===== src/rtl/ucb_pkg.sv =====
// shared constants and types for the uart channel with baud generator
package ucb_pkg;
  localparam int          CLK_HZ          = 125_000_000;
  localparam int          TIMEOUT_STEP_MS = 1;
  localparam int          CYC_PER_STEP    = CLK_HZ / 1000 * TIMEOUT_STEP_MS;
  localparam logic [14:0] DIV_MIN         = 15'h0002;
  localparam logic [14:0] DIV_MAX         = 15'h4000;
  localparam logic [14:0] BAUD_CNT_RST    = 15'h0002;
  localparam logic [3:0]  OS_LAST         = 4'hF;
  localparam logic [3:0]  OS_MID          = 4'h7;
  localparam int          TXBUF_DEPTH     = 128;
  localparam int          RXBUF_DEPTH     = 384;
  localparam int          RX_HIGH_MARK    = 352;
  localparam int          RX_LOW_MARK     = 128;
  localparam int          PIN_W           = 14;
  localparam logic [13:0] PIN_RST         = 14'h3FFF;
  localparam int          PIN_RXD         = 8;
  localparam int          PIN_CTS         = 9;
  localparam int          PIN_DSR         = 10;
  localparam int          PIN_SI          = 13;

  typedef enum logic [1:0] {
    MODE_SERIAL   = 2'b00,
    MODE_ASYNC_BB = 2'b01,
    MODE_SYNC_BB  = 2'b10
  } ucb_mode_t;

  typedef enum logic [2:0] {
    PAR_NONE  = 3'b000,
    PAR_ODD   = 3'b001,
    PAR_EVEN  = 3'b010,
    PAR_MARK  = 3'b011,
    PAR_SPACE = 3'b100
  } ucb_par_t;

  typedef enum logic [1:0] {
    FLOW_NONE     = 2'b00,
    FLOW_RTS_CTS  = 2'b01,
    FLOW_DTR_DSR  = 2'b10,
    FLOW_XON_XOFF = 2'b11
  } ucb_flow_t;

  typedef enum logic [2:0] {
    SER_IDLE  = 3'b000,
    SER_START = 3'b001,
    SER_DATA  = 3'b010,
    SER_PAR   = 3'b011,
    SER_STOP  = 3'b100
  } ucb_ser_t;
endpackage


===== src/rtl/ucb_strm_if.sv =====
// valid/ready byte stream between the channel and its output buffer
`timescale 1ns/1ps
interface ucb_strm_if #(parameter int W = 8);
  logic         valid;
  logic         ready;
  logic [W-1:0] data;
  modport src (output valid, output data, input ready);
  modport snk (input valid, input data, output ready);
endinterface


===== src/rtl/ucb_skid.sv =====
// two-entry buffer; ready and output come straight from flops
`timescale 1ns/1ps
module ucb_skid #(
  parameter int W = 8
) (
  // clock and reset
  input  wire logic   clock,
  input  wire logic   reset_n,
  input  wire logic   clk_en,
  // filling and draining sides
  ucb_strm_if.snk     in_s,
  ucb_strm_if.src     out_s
);
  logic [W-1:0] d0_r;
  logic [W-1:0] d1_r;
  logic         v0_r;
  logic         v1_r;
  wire          push_w;
  wire          pop_w;

  assign push_w      = in_s.valid & ~v1_r;
  assign pop_w       = v0_r & out_s.ready;
  assign in_s.ready  = ~v1_r;
  assign out_s.valid = v0_r;
  assign out_s.data  = d0_r;

  // a stalled drain parks the second word in d1 instead of losing it
  always_ff @(posedge clock or negedge reset_n) begin
    if (!reset_n) begin
      d0_r <= '0;
      d1_r <= '0;
      v0_r <= 1'b0;
      v1_r <= 1'b0;
    end else if (clk_en) begin
      if (pop_w || !v0_r) begin
        if (v1_r) begin
          d0_r <= d1_r;
          v0_r <= 1'b1;
          v1_r <= 1'b0;
        end else begin
          d0_r <= in_s.data;
          v0_r <= push_w;
        end
      end else if (push_w) begin
        d1_r <= in_s.data;
        v1_r <= 1'b1;
      end
    end
  end

  skid_order_a: assert property (@(posedge clock) disable iff (!reset_n)
    v1_r |-> v0_r) else $error("spare entry filled while head empty");
endmodule


===== src/rtl/ucb_channel.sv =====
// uart / bit-bang channel controller with fractional baud generator
`timescale 1ns/1ps
module ucb_channel #(
  parameter int TX_DEPTH     = ucb_pkg::TXBUF_DEPTH,
  parameter int RX_DEPTH     = ucb_pkg::RXBUF_DEPTH,
  parameter int CYC_PER_MS_P = ucb_pkg::CYC_PER_STEP
) (
  // clock and reset
  input  wire logic              clock,
  input  wire logic              reset_n,
  input  wire logic              clk_en,
  // configuration
  input  wire ucb_pkg::ucb_mode_t mode,
  input  wire logic [13:0]       div_int,
  input  wire logic [2:0]        div_frac,
  input  wire logic              seven_bit,
  input  wire ucb_pkg::ucb_par_t parity,
  input  wire logic              two_stop,
  input  wire ucb_pkg::ucb_flow_t flow,
  input  wire logic [7:0]        xon_char,
  input  wire logic [7:0]        xoff_char,
  input  wire logic              break_tx,
  input  wire logic [7:0]        timeout_ms,
  input  wire logic              rts_set,
  input  wire logic              dtr_set,
  input  wire logic [7:0]        bb_dir,
  // usb out endpoint
  input  wire logic [7:0]        tx_data,
  input  wire logic              tx_valid,
  output logic                   tx_ready,
  // usb in endpoint
  output logic [7:0]             rx_data,
  output logic                   rx_valid,
  input  wire logic              rx_ready,
  output logic                   rx_release,
  // serial pins
  input  wire logic              rxd,
  input  wire logic              cts_n,
  input  wire logic              dsr_n,
  input  wire logic              dcd_n,
  input  wire logic              ri_n,
  output logic                   txd,
  output logic                   rts_n,
  output logic                   dtr_n,
  output logic                   rs485_drive_enable,
  // bit-bang pins
  input  wire logic [7:0]        bb_in,
  output logic [7:0]             bb_out,
  output logic [7:0]             bb_oe,
  output logic                   rd_strobe_n,
  output logic                   wr_strobe_n,
  // send immediate strobe
  input  wire logic              send_now_or_wakeup_n,
  // status
  output logic [3:0]             modem_status,
  output logic                   line_break,
  output logic                   frame_error,
  output logic                   parity_error,
  output logic                   rx_overrun
);
  import ucb_pkg::*;
  localparam int TXA = $clog2(TX_DEPTH);
  localparam int RXA = $clog2(RX_DEPTH);
  localparam int MSW = $clog2(CYC_PER_MS_P + 1);

  function automatic logic par_bit(input logic [7:0] d, input logic sev,
                                   input ucb_par_t p);
    logic x;
    x = ^(sev ? {1'b0, d[6:0]} : d);
    case (p)
      PAR_ODD:  par_bit = ~x;
      PAR_EVEN: par_bit = x;
      PAR_MARK: par_bit = 1'b1;
      default:  par_bit = 1'b0;
    endcase
  endfunction

  // pin synchronisers: a change counts once stages two and three agree
  wire logic [PIN_W-1:0] pin_raw = {send_now_or_wakeup_n, ri_n, dcd_n,
                                    dsr_n, cts_n, rxd, bb_in};
  logic [PIN_W-1:0] s1_r, s2_r, s3_r, pin_r;
  genvar g;
  generate
    for (g = 0; g < PIN_W; g++) begin : g_sync
      always_ff @(posedge clock or negedge reset_n) begin
        if (!reset_n) begin
          s1_r[g]  <= PIN_RST[g];
          s2_r[g]  <= PIN_RST[g];
          s3_r[g]  <= PIN_RST[g];
          pin_r[g] <= PIN_RST[g];
        end else if (clk_en) begin
          s1_r[g] <= pin_raw[g];
          s2_r[g] <= s1_r[g];
          s3_r[g] <= s2_r[g];
          if (s2_r[g] == s3_r[g]) pin_r[g] <= s3_r[g];
        end
      end
    end
  endgenerate
  wire rxd_s = pin_r[PIN_RXD];

  // fractional baud generator: period n, plus one cycle per carry of eighths
  logic [14:0] cnt_r;
  logic [2:0]  frac_r;
  logic        tick_r;
  logic [3:0]  os_r;
  wire  [14:0] n_eff = (div_int == 14'h0000) ? DIV_MAX :
                       (div_int < 14'h0002) ? DIV_MIN : {1'b0, div_int};
  wire  [3:0]  frac_sum = {1'b0, frac_r} + {1'b0, div_frac};
  wire         reload = (cnt_r == 15'h0001);
  wire         bit_tick = tick_r && (os_r == OS_LAST);
  always_ff @(posedge clock or negedge reset_n) begin
    if (!reset_n) begin
      cnt_r  <= BAUD_CNT_RST;
      frac_r <= 3'h0;
      tick_r <= 1'b0;
      os_r   <= 4'h0;
    end else if (clk_en) begin
      tick_r <= reload;
      cnt_r  <= reload ? n_eff + {14'h0000, frac_sum[3]} : cnt_r - 15'h0001;
      if (reload) frac_r <= frac_sum[2:0];
      if (tick_r) os_r <= os_r + 4'h1;
    end
  end

  // transmit buffer
  logic [7:0]   tx_mem [TX_DEPTH];
  logic [TXA-1:0] tx_wp_r, tx_rp_r;
  logic [TXA:0]   tx_cnt_r;
  wire push_tx = tx_valid && tx_ready;
  wire pop_tx;
  wire have_tx = (tx_cnt_r != '0);
  wire [TXA:0] tx_cnt_nxt = tx_cnt_r + (TXA+1)'(push_tx) - (TXA+1)'(pop_tx);
  wire [TXA-1:0] tx_wp_inc = (tx_wp_r == TXA'(TX_DEPTH-1)) ? '0 : tx_wp_r + 1'b1;
  wire [TXA-1:0] tx_rp_inc = (tx_rp_r == TXA'(TX_DEPTH-1)) ? '0 : tx_rp_r + 1'b1;
  always_ff @(posedge clock) begin
    if (clk_en && push_tx) tx_mem[tx_wp_r] <= tx_data;
  end
  always_ff @(posedge clock or negedge reset_n) begin
    if (!reset_n) begin
      tx_wp_r  <= '0;
      tx_rp_r  <= '0;
      tx_cnt_r <= '0;
      tx_ready <= 1'b0;
    end else if (clk_en) begin
      if (push_tx) tx_wp_r <= tx_wp_inc;
      if (pop_tx) tx_rp_r <= tx_rp_inc;
      tx_cnt_r <= tx_cnt_nxt;
      tx_ready <= (tx_cnt_nxt != (TXA+1)'(TX_DEPTH));
    end
  end

  // receive buffer
  logic [7:0]   rx_mem [RX_DEPTH];
  logic [RXA-1:0] rx_wp_r, rx_rp_r;
  logic [RXA:0]   rx_cnt_r;
  logic         pause_r, sent_pause_r, remote_pause_r;
  ucb_strm_if #(.W(8)) fin ();
  ucb_strm_if #(.W(8)) fout ();
  wire         push_v;
  wire  [7:0]  push_d;
  wire         rx_full = (rx_cnt_r == (RXA+1)'(RX_DEPTH));
  wire         rx_wr = push_v && !rx_full;
  wire         rx_rd = fin.valid && fin.ready;
  wire [RXA-1:0] rx_wp_inc = (rx_wp_r == RXA'(RX_DEPTH-1)) ? '0 : rx_wp_r + 1'b1;
  wire [RXA-1:0] rx_rp_inc = (rx_rp_r == RXA'(RX_DEPTH-1)) ? '0 : rx_rp_r + 1'b1;
  assign fin.valid  = (rx_cnt_r != '0);
  assign fin.data   = rx_mem[rx_rp_r];
  assign fout.ready = rx_ready;
  assign rx_data    = fout.data;
  assign rx_valid   = fout.valid;
  always_ff @(posedge clock) begin
    if (clk_en && rx_wr) rx_mem[rx_wp_r] <= push_d;
  end
  always_ff @(posedge clock or negedge reset_n) begin
    if (!reset_n) begin
      rx_wp_r    <= '0;
      rx_rp_r    <= '0;
      rx_cnt_r   <= '0;
      rx_overrun <= 1'b0;
      pause_r    <= 1'b0;
    end else if (clk_en) begin
      if (rx_wr) rx_wp_r <= rx_wp_inc;
      if (rx_rd) rx_rp_r <= rx_rp_inc;
      rx_cnt_r <= rx_cnt_r + (RXA+1)'(rx_wr) - (RXA+1)'(rx_rd);
      if (push_v && rx_full) rx_overrun <= 1'b1;
      // hysteresis keeps the far end from toggling per byte
      if (rx_cnt_r >= (RXA+1)'(RX_HIGH_MARK)) pause_r <= 1'b1;
      else if (rx_cnt_r <= (RXA+1)'(RX_LOW_MARK)) pause_r <= 1'b0;
    end
  end
  ucb_skid #(.W(8)) u_skid (
    .clock   (clock),
    .reset_n (reset_n),
    .clk_en  (clk_en),
    .in_s    (fin),
    .out_s   (fout)
  );

  // serial transmitter
  ucb_ser_t   tx_st_r;
  logic [7:0] tx_sh_r;
  logic [3:0] tx_sub_r;
  logic [2:0] tx_bit_r;
  logic       tx_par_r, tx_stop2_r;
  wire ser_mode = (mode == MODE_SERIAL);
  wire bb_mode  = (mode == MODE_ASYNC_BB) || (mode == MODE_SYNC_BB);
  wire ctrl_pend = (flow == FLOW_XON_XOFF) && (pause_r != sent_pause_r);
  wire flow_ok = (flow == FLOW_RTS_CTS) ? !pin_r[PIN_CTS] :
                 (flow == FLOW_DTR_DSR) ? !pin_r[PIN_DSR] :
                 (flow == FLOW_XON_XOFF) ? !remote_pause_r : 1'b1;
  wire tx_go = ser_mode && (tx_st_r == SER_IDLE) && tick_r && !break_tx &&
               (ctrl_pend || (have_tx && flow_ok));
  wire [7:0] tx_load = ctrl_pend ? (pause_r ? xoff_char : xon_char)
                                 : tx_mem[tx_rp_r];
  wire tx_adv = tick_r && (tx_sub_r == OS_LAST);
  wire [2:0] last_bit = seven_bit ? 3'h6 : 3'h7;
  wire bb_wr = bb_mode && bit_tick && have_tx;
  assign pop_tx = (tx_go && !ctrl_pend) || bb_wr;
  wire txd_nxt = break_tx ? 1'b0 :
                 (tx_st_r == SER_START) ? 1'b0 :
                 (tx_st_r == SER_DATA) ? tx_sh_r[0] :
                 (tx_st_r == SER_PAR) ? tx_par_r : 1'b1;
  always_ff @(posedge clock or negedge reset_n) begin
    if (!reset_n) begin
      tx_st_r <= SER_IDLE;
      tx_sh_r <= 8'h00;
      tx_sub_r <= 4'h0;
      tx_bit_r <= 3'h0;
      tx_par_r <= 1'b0;
      tx_stop2_r <= 1'b0;
      sent_pause_r <= 1'b0;
    end else if (clk_en) begin
      if (tick_r) tx_sub_r <= (tx_st_r == SER_IDLE) ? 4'h0 : tx_sub_r + 4'h1;
      case (tx_st_r)
        SER_IDLE: if (tx_go) begin
          tx_st_r  <= SER_START;
          tx_sh_r  <= tx_load;
          tx_par_r <= par_bit(tx_load, seven_bit, parity);
          tx_stop2_r <= 1'b0;
          if (ctrl_pend) sent_pause_r <= pause_r;
        end
        SER_START: if (tx_adv) begin
          tx_st_r  <= SER_DATA;
          tx_bit_r <= 3'h0;
        end
        SER_DATA: if (tx_adv) begin
          tx_sh_r  <= {1'b0, tx_sh_r[7:1]};
          tx_bit_r <= tx_bit_r + 3'h1;
          if (tx_bit_r == last_bit)
            tx_st_r <= (parity == PAR_NONE) ? SER_STOP : SER_PAR;
        end
        SER_PAR: if (tx_adv) tx_st_r <= SER_STOP;
        SER_STOP: if (tx_adv) begin
          if (two_stop && !tx_stop2_r) tx_stop2_r <= 1'b1;
          else tx_st_r <= SER_IDLE;
        end
        default: tx_st_r <= SER_IDLE;
      endcase
    end
  end

  // serial receiver, sampled at mid-bit
  ucb_ser_t   rx_st_r;
  logic [7:0] rx_sh_r;
  logic [3:0] rx_sub_r;
  logic [2:0] rx_bit_r;
  logic       rx_armed_r, rx_perr_r;
  wire rx_mid = tick_r && (rx_sub_r == OS_MID);
  wire rx_end = tick_r && (rx_sub_r == OS_LAST);
  wire [7:0] rx_byte = seven_bit ? {1'b0, rx_sh_r[7:1]} : rx_sh_r;
  wire rx_done = ser_mode && (rx_st_r == SER_STOP) && rx_mid;
  wire rx_brk  = !rxd_s && (rx_byte == 8'h00);
  wire rx_good = rx_done && rxd_s;
  wire is_fc   = (flow == FLOW_XON_XOFF) &&
                 ((rx_byte == xon_char) || (rx_byte == xoff_char));
  wire ser_push = rx_good && !is_fc;
  always_ff @(posedge clock or negedge reset_n) begin
    if (!reset_n) begin
      rx_st_r <= SER_IDLE;
      rx_sh_r <= 8'h00;
      rx_sub_r <= 4'h0;
      rx_bit_r <= 3'h0;
      rx_armed_r <= 1'b0;
      rx_perr_r <= 1'b0;
    end else if (clk_en) begin
      if (tick_r) rx_sub_r <= rx_sub_r + 4'h1;
      case (rx_st_r)
        SER_IDLE: begin
          // re-arm only on a high line so a held break counts once
          if (tick_r && rxd_s) rx_armed_r <= 1'b1;
          if (tick_r && rx_armed_r && !rxd_s && ser_mode) begin
            rx_st_r <= SER_START;
            rx_sub_r <= 4'h1;
            rx_armed_r <= 1'b0;
          end
        end
        SER_START: if (rx_mid && rxd_s) rx_st_r <= SER_IDLE;
                   else if (rx_end) begin
                     rx_st_r <= SER_DATA;
                     rx_bit_r <= 3'h0;
                   end
        SER_DATA: begin
          if (rx_mid) rx_sh_r <= {rxd_s, rx_sh_r[7:1]};
          if (rx_end) begin
            rx_bit_r <= rx_bit_r + 3'h1;
            if (rx_bit_r == last_bit)
              rx_st_r <= (parity == PAR_NONE) ? SER_STOP : SER_PAR;
          end
        end
        SER_PAR: begin
          if (rx_mid) rx_perr_r <= rxd_s != par_bit(rx_byte, seven_bit, parity);
          if (rx_end) rx_st_r <= SER_STOP;
        end
        SER_STOP: if (rx_mid) rx_st_r <= SER_IDLE;
        default: rx_st_r <= SER_IDLE;
      endcase
    end
  end

  // bit-bang port, modem lines, status
  wire bb_rd = ((mode == MODE_SYNC_BB) && bb_wr) ||
               ((mode == MODE_ASYNC_BB) && bit_tick && !fin.valid);
  assign push_v = ser_push || bb_rd;
  assign push_d = bb_rd ? pin_r[7:0] : rx_byte;
  always_ff @(posedge clock or negedge reset_n) begin
    if (!reset_n) begin
      txd <= 1'b1;
      rs485_drive_enable <= 1'b0;
      rts_n <= 1'b1;
      dtr_n <= 1'b1;
      bb_out <= 8'h00;
      bb_oe <= 8'h00;
      rd_strobe_n <= 1'b1;
      wr_strobe_n <= 1'b1;
      modem_status <= 4'h0;
      remote_pause_r <= 1'b0;
      line_break <= 1'b0;
      frame_error <= 1'b0;
      parity_error <= 1'b0;
    end else if (clk_en) begin
      txd <= txd_nxt;
      rs485_drive_enable <= (tx_st_r != SER_IDLE);
      rts_n <= (flow == FLOW_RTS_CTS) ? pause_r : !rts_set;
      dtr_n <= (flow == FLOW_DTR_DSR) ? pause_r : !dtr_set;
      modem_status <= ~pin_r[12:9];
      if (bb_wr) bb_out <= tx_mem[tx_rp_r];
      bb_oe <= bb_mode ? bb_dir : 8'h00;
      wr_strobe_n <= !bb_wr;
      rd_strobe_n <= !bb_rd;
      if (rx_good && is_fc) remote_pause_r <= (rx_byte == xoff_char);
      if (rx_done && rx_brk) line_break <= 1'b1;
      else if (rx_good) line_break <= 1'b0;
      if (rx_done && !rxd_s && !rx_brk) frame_error <= 1'b1;
      else if (rx_good) frame_error <= 1'b0;
      if (rx_good) parity_error <= rx_perr_r && (parity != PAR_NONE);
    end
  end

  // release timer and send-now strobe
  logic [MSW-1:0] ms_cnt_r;
  logic [7:0]     tout_r;
  logic           si_q_r;
  wire ms_tick  = (ms_cnt_r == MSW'(CYC_PER_MS_P - 1));
  wire [7:0] tlim = (timeout_ms == 8'h00) ? 8'h01 : timeout_ms;
  wire pending  = fin.valid || fout.valid;
  wire si_fall  = si_q_r && !pin_r[PIN_SI];
  wire rel_set  = pending && (si_fall || (tout_r == tlim));
  always_ff @(posedge clock or negedge reset_n) begin
    if (!reset_n) begin
      ms_cnt_r <= '0;
      tout_r <= 8'h00;
      si_q_r <= 1'b1;
      rx_release <= 1'b0;
    end else if (clk_en) begin
      si_q_r <= pin_r[PIN_SI];
      ms_cnt_r <= ms_tick ? '0 : ms_cnt_r + 1'b1;
      if (rx_wr || !pending) tout_r <= 8'h00;
      else if (ms_tick && tout_r != tlim) tout_r <= tout_r + 8'h01;
      if (rel_set) rx_release <= 1'b1;
      else if (!pending) rx_release <= 1'b0;
    end
  end

  baud_reload_a: assert property (@(posedge clock)
    disable iff (!reset_n || !clk_en) reload |=> (tick_r &&
      cnt_r >= DIV_MIN && cnt_r <= DIV_MAX + 15'h0001))
    else $error("baud reload out of range");
  baud_gap_a: assert property (@(posedge clock)
    disable iff (!reset_n || !clk_en) tick_r |=> !tick_r)
    else $error("baud ticks back to back");
  txbuf_bound_a: assert property (@(posedge clock)
    disable iff (!reset_n) tx_cnt_r <= (TXA+1)'(TX_DEPTH))
    else $error("tx buffer count over depth");
  rxbuf_bound_a: assert property (@(posedge clock)
    disable iff (!reset_n) rx_cnt_r <= (RXA+1)'(RX_DEPTH))
    else $error("rx buffer count over depth");
  start_low_a: assert property (@(posedge clock)
    disable iff (!reset_n || !clk_en) (tx_st_r == SER_START) |=> !txd)
    else $error("start bit not low");
  drive_en_a: assert property (@(posedge clock)
    disable iff (!reset_n || !clk_en)
    $rose(tx_st_r == SER_START) |=> rs485_drive_enable [*2])
    else $error("rs485 enable not high during frame");
  cts_gate_a: assert property (@(posedge clock)
    disable iff (!reset_n) (tx_go && flow == FLOW_RTS_CTS && !ctrl_pend)
    |-> !pin_r[PIN_CTS]) else $error("sent while cts deasserted");
  break_line_a: assert property (@(posedge clock)
    disable iff (!reset_n || !clk_en) break_tx |=> !txd)
    else $error("break not forced on txd");
  sync_pair_a: assert property (@(posedge clock)
    disable iff (!reset_n || !clk_en) (mode == MODE_SYNC_BB && bb_wr)
    |=> (!wr_strobe_n && !rd_strobe_n)) else $error("sync read not paired");
  strobe_pulse_a: assert property (@(posedge clock)
    disable iff (!reset_n || !clk_en) $fell(wr_strobe_n) |=> wr_strobe_n)
    else $error("write strobe longer than one cycle");
  send_now_a: assert property (@(posedge clock)
    disable iff (!reset_n || !clk_en) (si_fall && pending) |=> rx_release)
    else $error("send-now did not release data");
endmodule


===== config.mk =====
export PLATFORM = sky130hd
export DESIGN_NAME = ucb_channel
export DESIGN_NICKNAME = d
export VERILOG_FILES = /design/src/rtl/ucb_pkg.sv /design/src/rtl/ucb_strm_if.sv /design/src/rtl/ucb_skid.sv /design/src/rtl/ucb_channel.sv
export SDC_FILE = /design/constraint.sdc
export NUM_CORES = 2
export LEC_CHECK = 0
export BUFFER_PORTS_ARGS = -buffer_cell sky130_fd_sc_hd__buf_2
export CAP_MARGIN = 20
export CORE_MARGIN = 10
export CORE_UTILIZATION = 45
export DETAILED_ROUTE_END_ITERATION = 8
export HOLD_SLACK_MARGIN = 0.15
export MAX_ROUTING_LAYER = met4
export PLACE_DENSITY = 0.7
export SLEW_MARGIN = 25
export SYNTH_ARGS = -nofsm -noshare
export SYNTH_HDL_FRONTEND = slang
export SYNTH_HIERARCHICAL = 1
export SYNTH_SLANG_ARGS = --single-unit

===== constraint.sdc =====
create_clock -name clock -period 24.7 [get_ports clock]
set_input_delay 7.41 -clock clock [delete_from_list [all_inputs] [get_ports clock]]
set_output_delay 7.41 -clock clock [all_outputs]
set_load 0.01 [all_outputs]

==> metrics <==
Root Driver=clkbuf_16; gr usage total=0.2105; peak supply drop=roughly 110 uV; YS warnings=6; Setup crit end kind=flip-flop; worst reg2reg path startpoint=rx_rp_r[1]; critical path class=in2reg; met1 usage=0.2875; antenna-violating nets left=0; Worst Tran Pin Value=1.142 ns; FMAX=roughly 83 MHz; FF-to-FF End=u_skid/out_s.data[1]; grt met3 use=0.03275; full die area=~0.41 mm^2; register area=about 0.13 mm^2; relative slew slack=0.2372; final RePlAce weighted congestion=between 0.8 and 0.9; grt met2 use=0.3294; commonest cells in the netlist=4096 x edfxtp_1, 1233 x mux4_2, 660 x nor2_1, 264 x clkbuf_1, 234 x nand2_1; die height=between 600 and 700 um; largest net degree at the start of global routing=~180; DP HPWL=roughly 250000 um; # setup viols final=0; Synth top area share=0.7158; Critical Path RT=about 25 ns; critical path launch point type=input pin; asr flop ratio synth=0.05709; crit path DAT=12.65 ns; share of cells above drive strength 1=0.2707; # hold bufs at CTS=0; post-CTS sizing=0; # Post-CTS Setup Buffers=0; post-detailed-route DRC marker count=0; CP startpoint=mode[1]; IO buf count=128; routed vias/inst=6.182; Final Power=16.92 mW; most frequent cell after synthesis=edfxtp_1; crit-path max FO=64; min-delay worst type=reg2reg; TritonRoute pass-1 iters=7; r2r setup slk=between 15 and 20 ns; gr busiest metal=met2; Hold Crit Start=os_r[3]; outcome=finished clean; post-synth cell types=between 80 and 90; Final Net Count=between 8000 and 9000; total grt overflow=0; Cells on Worst Hold Path=1; clock edge transition at the registers on the reported setup and hold paths=approximately 0.06 ns; average cell area after synthesis=20.97 um^2; MaxCap Viol Count=0; final hold vios=0; Core ar.=~0.38 mm^2; Initial DRC Count=11655; global-route wire length before repair=621400 um; initial antenna violation count=10; Max Slew Vio Count=0; number of global-route vias before repair=84557; post-synth net total=between 8000 and 9000; Synth area leaders=edfxtp_1 72%, mux4_2 16%, dfrtp_1 2.7%; Yosys top cell by area=edfxtp_1; Fillers=just under 30000; period utilization=0.4867; Worst Hold Path EP=os_r[3]; Initial Util=0.4525; Row Count=~230; CTS tree=done; post-synthesis register bit count=~4300; vias post-DR=approximately 85000; Pwr Density=slightly below 90 mW/mm^2; worst hold slack=about 0.47 ns; RSZ-0062 raised after global routing=no; cells on worst reg2reg path=11; top-level port count=between 100 and 150; die width=between 600 and 700 um; CTS Buf Count=411; Skew-Pair Late Insertion Delay=around 0.96 ns; area taken by multi-input logic gates=0.04037 mm^2; WL/cell=about 31 um; Max Buffers Root-to-Sink=4; skew final=0.06981 ns; Post-Route WL=426700 um; top_reg_cell synth=edfxtp_1; mapped cell area=around 0.17 mm^2; Post-synth EDFFs=4096; H-tree depth=5; Layout area overhead=11.91%; Final min period=~12 ns; sequential share of the synthesized area=0.7524; LEAKAGE=~54 nW; clk sinks=4344; Mapped Cells=roughly 8200
==> logic make-up after synthesis <==
kind of cell             Yosys count  synth area share
flip-flops                      4344            0.7524
XOR/XNOR                         107          0.005658
buffers and inverters            564           0.01469
adder cells (fa/ha/maj)           62          0.004646
multiplexers                    1457            0.1754
AO/OA/AOI/OAI                    475           0.01750
AND/OR/NAND/NOR                 1184           0.02968
==> worst max-delay path, cell delays in order <==
cell     delay, ns
buf_2         0.10
inv_1         0.06
ha_1          0.48
and3_1        0.28
nand2_1       0.08
o21ai_2       0.06
buf_4         0.33
nand2_1       0.15
o21ai_4       0.08
buf_4         0.44
buf_4         0.64
buf_4         0.74
buf_4         0.79
buf_4         0.77
==> layout make-up <==
| cell class | count | area share |
|---|---|---|
| antenna | 9 | 0.0001171 |
| clock buffer | 491 | 0.05650 |
| clock inverter | 264 | 0.01552 |
| inverter | 96 | 0.001874 |
| multi-input combinational | 3285 | 0.2099 |
| sequential | 4344 | 0.6724 |
| tap | 5016 | 0.03264 |
| timing repair buffer | 278 | 0.01096 |
==> stage by stage <==
step	area [um^2]	std cells	setup slack, ns	utilization	TNS (ns)
after floorplan	171800	8193	-1.881	-	-4026.44
after global placement	178200	13010	11.72	0.4692	0
after detailed placement	178200	13011	11.71	0.4692	0
after CTS	192000	13766	12.73	0.5057	0
after global routing	192300	13780	12.39	0.5064	0
final	192300	13783	12.68	0.5064	0
==> state kept, by name, summed over array words and instances, names as in the netlist, 9 cells and up <==
register / flops
rx_wp_r: 9
tx_mem: 1024
rx_mem: 3072
pin_r: 13
ms_cnt_r: 17
s2_r: 14
rx_rp_r: 9
s3_r: 14
rx_cnt_r: 10
s1_r: 14
cnt_r: 15
==> worst max path at each step <==
stage,to
after floorplan,rx_mem[0][5]
after global placement,rx_cnt_r[8]
after detailed placement,rx_mem[290][3]
after CTS,rx_mem[267][3]
after global routing,rx_cnt_r[8]
final,rx_mem[290][3]
==> cells in the final DEF, fill, tap and decap left out, drive strengths merged, types with 20 or more instances in the layout <==
cell type / count
mux2: 109
xor2: 45
a31oi: 27
mux4: 1233
nor3: 30
o21ai: 139
dfrtp: 185
dfstp: 63
nand3: 97
a221oi: 20
nand2: 234
edfxtp: 4096
a21oi: 118
nor2: 660
buf: 278
inv: 113
clkinv: 162
clkbuf: 491
mux2i: 115
ha: 59
a22oi: 38
clkinvlp: 30
bufinv: 55
xnor2: 60
nand4: 33
nor2b: 29
==> per-layer routing <==
layer	vias to the layer above	wire (um)
li1	34242	-
met1	45060	164700
met2	5089	207200
met3	817	39090
met4	0	15750
met5	-	0
==> report_power, final <==
group          internal, mW  leakage, nW  switching [mW]
clock network          3.73         6.70            2.76
logic                 0.998         11.7            1.20
registers              8.07         36.1           0.156
Power figures use the tool's default switching activity.
